===== src/pkg/link_quality_monitor_map.svh =====
// Register offsets, field positions, reset values of the link quality monitor
// Notes on behaviour
// - Bit 12 of polarity status shows received polarity, one when inverted.
// - Training time in ms, read-only, bits 7..0, resets to zero.
// - Remote receiver time in ms, read-only, bits 15..8 of ready times.
// - Local receiver time in ms, read-only, bits 7..0 of ready times.
// - Bit 5 latches low when channel good drops; writing zero clears it.
// - Bit 4 latches high on fail inhibit; writing zero clears it.
// - Bit 3 latches high on signal detect; writing zero clears it.
// - Bit 2 latches high on high frame error rate; writing zero clears.
// - Bit 1 latches low on block lock loss; writing zero sets it.
// - Bit 0 latches low on medium watchdog low; writing zero sets it.
// - Six-bit link loss count at bits 15..10 since power-up.
// - Ten-bit link fail without loss count at bits 9..0.
// - Communication ready flag in bit 0, other bits read zero.
`ifndef LINK_QUALITY_MONITOR_MAP_SVH
`define LINK_QUALITY_MONITOR_MAP_SVH

`define LQM_ADDR_W 11
`define LQM_OFS_POLARITY 11'h52B
`define LQM_OFS_TRAIN 11'h543
`define LQM_OFS_READY 11'h544
`define LQM_OFS_LATCH 11'h545
`define LQM_OFS_COUNTS 11'h547
`define LQM_OFS_PEER 11'h548
`define LQM_OFS_IRQ_STAT 11'h560
`define LQM_OFS_IRQ_CLR 11'h561
`define LQM_OFS_IRQ_EN 11'h562

`define LQM_POL_BIT 12
`define LQM_LAT_CHAN 5
`define LQM_LAT_INH 4
`define LQM_LAT_SIG 3
`define LQM_LAT_FER 2
`define LQM_LAT_BLK 1
`define LQM_LAT_WDG 0
`define LQM_LATCH_W 6
`define LQM_LATCH_RST 6'h00
`define LQM_LATCH_LOW 6'h23
`define LQM_LOSS_MAX 6'h3F
`define LQM_FAIL_MAX 10'h3FF
`define LQM_IRQ_W 4
`define LQM_IRQ_TRAIN 0
`define LQM_IRQ_LOSS 1
`define LQM_IRQ_FAIL 2
`define LQM_IRQ_LATCH 3

`endif


===== src/pkg/link_quality_monitor_pkg.sv =====
// Types shared by the link quality monitor
package link_quality_monitor_pkg;
   typedef logic [15:0] word_t;
   typedef logic [10:0] addr_t;

   typedef struct packed {
      logic rx_pol_inv;
      logic train_done;
      logic [7:0] train_ms;
      logic [7:0] remote_ms;
      logic [7:0] local_ms;
      logic chan_good;
      logic fail_inhibit;
      logic sig_detect;
      logic frame_err_rate;
      logic block_sync;
      logic medium_wdog;
      logic link_loss;
      logic link_fail;
      logic comm_ready;
   } link_status_s;

   typedef struct packed {
      logic wr;
      logic rd;
      addr_t addr;
      word_t wdata;
   } reg_req_s;
endpackage


===== src/hw/link_quality_monitor.sv =====
// Link quality status and diagnostic register bank
`include "link_quality_monitor_map.svh"

module link_quality_monitor (
   input wire logic i_clk,
   input wire logic i_rst_n,
   input wire link_quality_monitor_pkg::reg_req_s i_req,
   input wire link_quality_monitor_pkg::link_status_s i_link,
   output logic [15:0] o_rdata,
   output logic o_irq
);
   import link_quality_monitor_pkg::*;

   ////////////////////////////////////////////////////////////////////////
   // Input synchronisers for link-side status
   link_status_s sync1_ff;
   link_status_s sync2_ff;
   link_status_s prev_ff;

   always_ff @(posedge i_clk or negedge i_rst_n) begin
      if (!i_rst_n) begin
         sync1_ff <= '0;
         sync2_ff <= '0;
         prev_ff <= '0;
      end else begin
         sync1_ff <= i_link;
         sync2_ff <= sync1_ff;
         prev_ff <= sync2_ff;
      end
   end

   link_status_s st;
   assign st = sync2_ff;

   wire train_evt = st.train_done & ~prev_ff.train_done;
   wire loss_evt = st.link_loss & ~prev_ff.link_loss;
   wire fail_evt = st.link_fail & ~prev_ff.link_fail;

   ////////////////////////////////////////////////////////////////////////
   // Address decode
   wire wr_latch = i_req.wr && i_req.addr == `LQM_OFS_LATCH;
   wire wr_clr = i_req.wr && i_req.addr == `LQM_OFS_IRQ_CLR;
   wire wr_en = i_req.wr && i_req.addr == `LQM_OFS_IRQ_EN;

   ////////////////////////////////////////////////////////////////////////
   // Timing fields, held until the next completed training; polarity and ready follow each cycle
   logic [7:0] train_ms_ff;
   logic [7:0] remote_ms_ff;
   logic [7:0] local_ms_ff;
   logic pol_ff;
   logic ready_ff;

   always_ff @(posedge i_clk or negedge i_rst_n) begin
      if (!i_rst_n) begin
         train_ms_ff <= 8'h00;
         remote_ms_ff <= 8'h00;
         local_ms_ff <= 8'h00;
         pol_ff <= 1'b0;
         ready_ff <= 1'b0;
      end else begin
         pol_ff <= st.rx_pol_inv;
         ready_ff <= st.comm_ready;
         if (train_evt) begin
            train_ms_ff <= st.train_ms;
            remote_ms_ff <= st.remote_ms;
            local_ms_ff <= st.local_ms;
         end
      end
   end

   ////////////////////////////////////////////////////////////////////////
   // Latched link-drop indicators
   logic [`LQM_LATCH_W-1:0] latch_ff;
   logic [`LQM_LATCH_W-1:0] nxt_latch;
   logic [`LQM_LATCH_W-1:0] lat_evt;
   logic [`LQM_LATCH_W-1:0] lat_low;
   logic [`LQM_LATCH_W-1:0] wr_zero;

   // Event per bit: low-latch bits see the level dropping
   assign lat_evt[`LQM_LAT_CHAN] = ~st.chan_good;
   assign lat_evt[`LQM_LAT_INH] = st.fail_inhibit;
   assign lat_evt[`LQM_LAT_SIG] = st.sig_detect;
   assign lat_evt[`LQM_LAT_FER] = st.frame_err_rate;
   assign lat_evt[`LQM_LAT_BLK] = ~st.block_sync;
   assign lat_evt[`LQM_LAT_WDG] = ~st.medium_wdog;
   assign lat_low = `LQM_LATCH_LOW;
   assign wr_zero = {`LQM_LATCH_W{wr_latch}} & ~i_req.wdata[5:0];

   genvar gi;
   generate
      for (gi = 0; gi < `LQM_LATCH_W; gi++) begin : g_lat
         // Event wins over a concurrent software write
         if (gi == `LQM_LAT_CHAN) begin : g_ll_clr
            // Zero write clears; drop also forces zero
            assign nxt_latch[gi] = (lat_evt[gi] || wr_zero[gi]) ? 1'b0 :
               latch_ff[gi];
         end else if (gi == `LQM_LAT_BLK || gi == `LQM_LAT_WDG) begin : g_ll
            assign nxt_latch[gi] = lat_evt[gi] ? 1'b0 :
               (wr_zero[gi] ? 1'b1 : latch_ff[gi]);
         end else begin : g_lh
            assign nxt_latch[gi] = lat_evt[gi] ? 1'b1 :
               (wr_zero[gi] ? 1'b0 : latch_ff[gi]);
         end
      end
   endgenerate

   always_ff @(posedge i_clk or negedge i_rst_n) begin
      if (!i_rst_n) begin
         latch_ff <= `LQM_LATCH_RST;
      end else begin
         latch_ff <= nxt_latch;
      end
   end

   ////////////////////////////////////////////////////////////////////////
   // Saturating event counters
   logic [5:0] loss_cnt_ff;
   logic [9:0] fail_cnt_ff;

   always_ff @(posedge i_clk or negedge i_rst_n) begin
      if (!i_rst_n) begin
         loss_cnt_ff <= 6'h00;
         fail_cnt_ff <= 10'h000;
      end else begin
         if (loss_evt && loss_cnt_ff != `LQM_LOSS_MAX) begin
            loss_cnt_ff <= loss_cnt_ff + 6'h01;
         end
         if (fail_evt && !st.link_loss && fail_cnt_ff != `LQM_FAIL_MAX) begin
            fail_cnt_ff <= fail_cnt_ff + 10'h001;
         end
      end
   end

   ////////////////////////////////////////////////////////////////////////
   // Interrupt status, clear and enable
   logic [`LQM_IRQ_W-1:0] irq_stat_ff;
   logic [`LQM_IRQ_W-1:0] irq_en_ff;
   logic [`LQM_IRQ_W-1:0] irq_set;
   logic irq_ff;

   assign irq_set[`LQM_IRQ_TRAIN] = train_evt;
   assign irq_set[`LQM_IRQ_LOSS] = loss_evt;
   assign irq_set[`LQM_IRQ_FAIL] = fail_evt && !st.link_loss;
   // Hardware change only: low bits drop from one, high bits rise from zero
   assign irq_set[`LQM_IRQ_LATCH] = |(lat_evt & (latch_ff ^ ~lat_low));

   wire [`LQM_IRQ_W-1:0] irq_clr =
      {`LQM_IRQ_W{wr_clr}} & i_req.wdata[`LQM_IRQ_W-1:0];
   wire [`LQM_IRQ_W-1:0] nxt_irq_stat = irq_set | (irq_stat_ff & ~irq_clr);
   wire [`LQM_IRQ_W-1:0] nxt_irq_en =
      wr_en ? i_req.wdata[`LQM_IRQ_W-1:0] : irq_en_ff;

   always_ff @(posedge i_clk or negedge i_rst_n) begin
      if (!i_rst_n) begin
         irq_stat_ff <= '0;
         irq_en_ff <= '0;
         irq_ff <= 1'b0;
      end else begin
         irq_stat_ff <= nxt_irq_stat;
         irq_en_ff <= nxt_irq_en;
         irq_ff <= |(nxt_irq_stat & nxt_irq_en);
      end
   end

   assign o_irq = irq_ff;

   ////////////////////////////////////////////////////////////////////////
   // Read data, registered one cycle after the strobe
   logic [15:0] rd_mux;
   logic [15:0] rdata_ff;

   always_comb begin
      rd_mux = 16'h0000;
      case (i_req.addr)
         `LQM_OFS_POLARITY: rd_mux[`LQM_POL_BIT] = pol_ff;
         `LQM_OFS_TRAIN: rd_mux[7:0] = train_ms_ff;
         `LQM_OFS_READY: rd_mux = {remote_ms_ff, local_ms_ff};
         `LQM_OFS_LATCH: rd_mux[5:0] = latch_ff;
         `LQM_OFS_COUNTS: rd_mux = {loss_cnt_ff, fail_cnt_ff};
         `LQM_OFS_PEER: rd_mux[0] = ready_ff;
         `LQM_OFS_IRQ_STAT: rd_mux[`LQM_IRQ_W-1:0] = irq_stat_ff;
         `LQM_OFS_IRQ_EN: rd_mux[`LQM_IRQ_W-1:0] = irq_en_ff;
         default: rd_mux = 16'h0000;
      endcase
   end

   always_ff @(posedge i_clk or negedge i_rst_n) begin
      if (!i_rst_n) begin
         rdata_ff <= 16'h0000;
      end else begin
         rdata_ff <= i_req.rd ? rd_mux : 16'h0000;
      end
   end

   assign o_rdata = rdata_ff;
endmodule


===== config.mk =====
export PLATFORM = sky130hd
export DESIGN_NAME = link_quality_monitor
export DESIGN_NICKNAME = d
export VERILOG_FILES = /design/src/pkg/link_quality_monitor_pkg.sv /design/src/hw/link_quality_monitor.sv
export VERILOG_INCLUDE_DIRS = /design/src /design/src/pkg
export SDC_FILE = /design/constraint.sdc
export NUM_CORES = 1
export LEC_CHECK = 0
export BUFFER_PORTS_ARGS = -buffer_cell sky130_fd_sc_hd__clkbuf_2
export CAP_MARGIN = 5
export CORE_MARGIN = 5
export CORE_UTILIZATION = 50
export CTS_CLUSTER_SIZE = 20
export DETAILED_ROUTE_END_ITERATION = 12
export PLACE_DENSITY = 0.74
export REMOVE_ABC_BUFFERS = 1
export SYNTH_ARGS = -nofsm -noshare
export SYNTH_HDL_FRONTEND = slang
export SYNTH_SLANG_ARGS = --single-unit

===== constraint.sdc =====
create_clock -name i_clk -period 1.66 [get_ports i_clk]
set_clock_uncertainty 0.2 [all_clocks]
set_input_delay 0.332 -clock i_clk [delete_from_list [all_inputs] [get_ports i_clk]]
set_output_delay 0.332 -clock i_clk [all_outputs]
set_load 0.03 [all_outputs]

==> qor.csv <==
metric,value,unit
switching pwr,2050,uW
Final GP Congestion,0.845,
crit path time final,1.94,ns
Final Max Tran Viols,0,
crit path DAT,2.19,ns
cell accounting for the most synthesized area,dfrtp_1,
post-DR vias/cell,5.14,
hold_ws,0.0427,ns
area post-placement,5970,sq um
Synth top area share,0.708,
critical path startpoint category,input pin,
CTS Sinks,143,
CP Class,in -> reg,
failing checks,setup timing,
CTS tree,yes,
post-synthesis cell count,340,
Top Ports,83,
Peak VDD IR,0.664,mV
largest net degree at the start of global routing,39,
post-route clock period utilization,1.17,
area growth from synthesis to layout,43.2,%
Crit Reg-Reg Endpoint,o_irq,
largest cells by area after synthesis,"dfrtp_1 71%, mux2_2 6.9%, nor2b_1 2.1%, a22oi_1 1.5%, xnor2_1 1.4%",
worst r2r path cells,5,
Yosys warnings,0,
"Largest stage delay, worst path",0.54,ns
PwrDens,1240,nW/um^2
initial antenna violation count,0,
Total Wirelength,11.1,mm
Inserted Clock Buffers,17,
setup violators final,21,
Final ANT Viol Nets,0,
nets,587,
Post-synth EDFFs,0,
detailed placement HPWL,6.87,mm
sequential-to-total area share from yosys stat,0.708,
Flop pwr share,0.447,
Least-Margin Pin Slew,0.413,ns
worst path required time,1.91,ns
max_slew headroom,0.721,
port buffer count,70,
post-synth cell types,47,
RSZ-0062 raised after global routing,true,
CP endpoint kind,flop,
slowest CP cell,or4b_4,
Async SR Flop Fraction,1.00,
total gr overflow,0,
Power Total,8950,uW
routed len/inst,16.7,microns
worst min path class,in -> async,
DR DRC count,0,
starting density of the core,0.515,
most frequent cells after synthesis,"143 x dfrtp_1, 31 x mux2_2, 17 x nor2b_1",
clock share of power,0.439,
internal power,6900,uW
first-pass iteration count of the detailed router,5,
diode count,0,
Leakage Power,0.00331,uW
"Avg Cell Area, Syn",14.9,sq um
vias in the first global route,3562,
clk root buf,clkbuf_8,
first-pass GRT wire length,17.9,mm
combinational share of power,0.113,
chip width,111,microns
outcome,finished with violations,
CP max FO,4,
Placeable Area,9820,sq um
top_reg_cell synth,dfrtp_1,
total track usage,0.187,
via count,3415,
CP Cell Sequence,buf_8 -> buf_6 -> or4b_4 -> or3_4 -> nor3_4 -> buf_4 -> a22o_1 -> o21a_1,
die height,111,microns
Netlist Area Pre-Place,5050,sq um
die area,12200,sq um
Worst R2R Start,st[3],
fmax,515,MHz
clk_lat worst skew,0.52,ns
CTS max path bufs,2,
#FFs+latches synth,143,
row count,36,
Initial DRC Count,261,
Sw Share,0.229,
most frequent cell after synthesis,dfrtp_1,
clk slew on worst S/H paths,0.06,ns
Reg2Reg Setup Slack,-0.11,ns
MaxCap Viol Count,0,
layout cell share with drive strength beyond 1,0.414,
pre-CTS WS,-0.837,ns
Final Instance Area,7240,sq um
H-tree levels,4,
final hold violation count,0,
final worst setup slack,-0.281,ns
[metal layers]
layer	GRT usage	wire length, microns
met1	0.250	4850
met4	0.0764	195
met2	0.294	5530
met3	0.0481	519
met5	0	0
[flip-flops by register name, summed over array words and instances (netlist names), 4 cells and up]
register and flops:
sync1_ff 34, st 31, o_rdata 16, fail_cnt_ff 10, local_ms_ff 8, remote_ms_ff 8, train_ms_ff 8, loss_cnt_ff 6
latch_ff 5, irq_en_ff 4, irq_stat_ff 4
[what timing repair did]
action / 4_1_cts / 5_1_grt
hold buffers: 41 / 0
buffers inserted: 0 / 9
resized for setup: 12 / 28
pin swaps: 8 / 18
setup endpoints to repair: 27 / 31
hold endpoints to repair: 190 / 0
[worst max-delay path, delay by kind of cell]
kind            cells  cell delay [ns]
simple gates        3             1.16
buf+inv             3             0.38
compound gates      2             0.32
[power groups by stage]
stage / combinational [uW] / sequential (uW) / clock, uW
after floorplan: 313 / 4020 / 0
after global placement: 722 / 4020 / 0
after detailed placement: 757 / 4030 / 0
after CTS: 847 / 3970 / 4010
after global routing: 1120 / 4030 / 4160
final: 1020 / 4000 / 3930
[cell families (layout without fill, tap and decap cells)]
group / count (synthesis) / count (layout) / share of synthesized area
buf+inv: 17 / 209 / 0.0151
xor+xnor: 12 / 12 / 0.0208
compound gates: 47 / 47 / 0.0708
mux: 36 / 36 / 0.0790
flops: 143 / 143 / 0.708
fa+ha+maj: 2 / 2 / 0.00495
simple gates: 83 / 83 / 0.101
[layout make-up]
class | count | area, sq um
clock buffer | 19 | 442
clock inverter | 13 | 184
fill | 596 | 2580
inverter | 8 | 30.0
multi-input combinational | 180 | 1540
sequential | 143 | 3580
tap | 133 | 166
timing repair buffer | 169 | 1290
[through the flow]
| stage | TNS [ns] | instances | utilization |
|---|---|---|---|
| floorplan | -23.96 | 331 | - |
| global placement | -17.30 | 584 | 0.608 |
| detailed placement | -18.09 | 584 | 0.608 |
| CTS | -2.69 | 656 | 0.718 |
| global route | -4.35 | 665 | 0.737 |
| finish | -3.02 | 665 | 0.737 |
[cells in the final DEF (no fill, tap or decap), drive strengths merged, types with 2 or more instances in the layout]
master       instances
dfrtp              143
clkbuf              85
buf                 62
dlygate4sd3         41
mux2                31
nor2b               17
nor2                17
nand2               13
inv                 10
a22oi               10
o21a                 8
xnor2                8
nand3                8
a222oi               6
mux2i                5
nor4                 5
o22ai                4
a22o                 4
nand4                4
xor2                 4
bufinv               4
a21oi                4
clkinv               4
clkinvlp             3
nor3                 3
o21ai                3
or4b                 2
nor4bb               2
a2bb2oi              2
nand3b               2
a21o                 2
nor3b                2
ha                   2
[worst max path at each step]
stage	start	endpoint	slack (ns)	depth (start not counted)
after floorplan	i_req[16]	o_irq	-0.67	5
after global placement	i_req[16]	o_irq	-0.81	6
after detailed placement	i_req[16]	o_irq	-0.84	6
after CTS	i_req[20]	o_rdata[2]	-0.18	8
after global routing	i_req[23]	o_rdata[2]	-0.29	8
final	i_req[20]	o_rdata[2]	-0.28	8
Note: power is estimated with default switching activity, not from simulation.
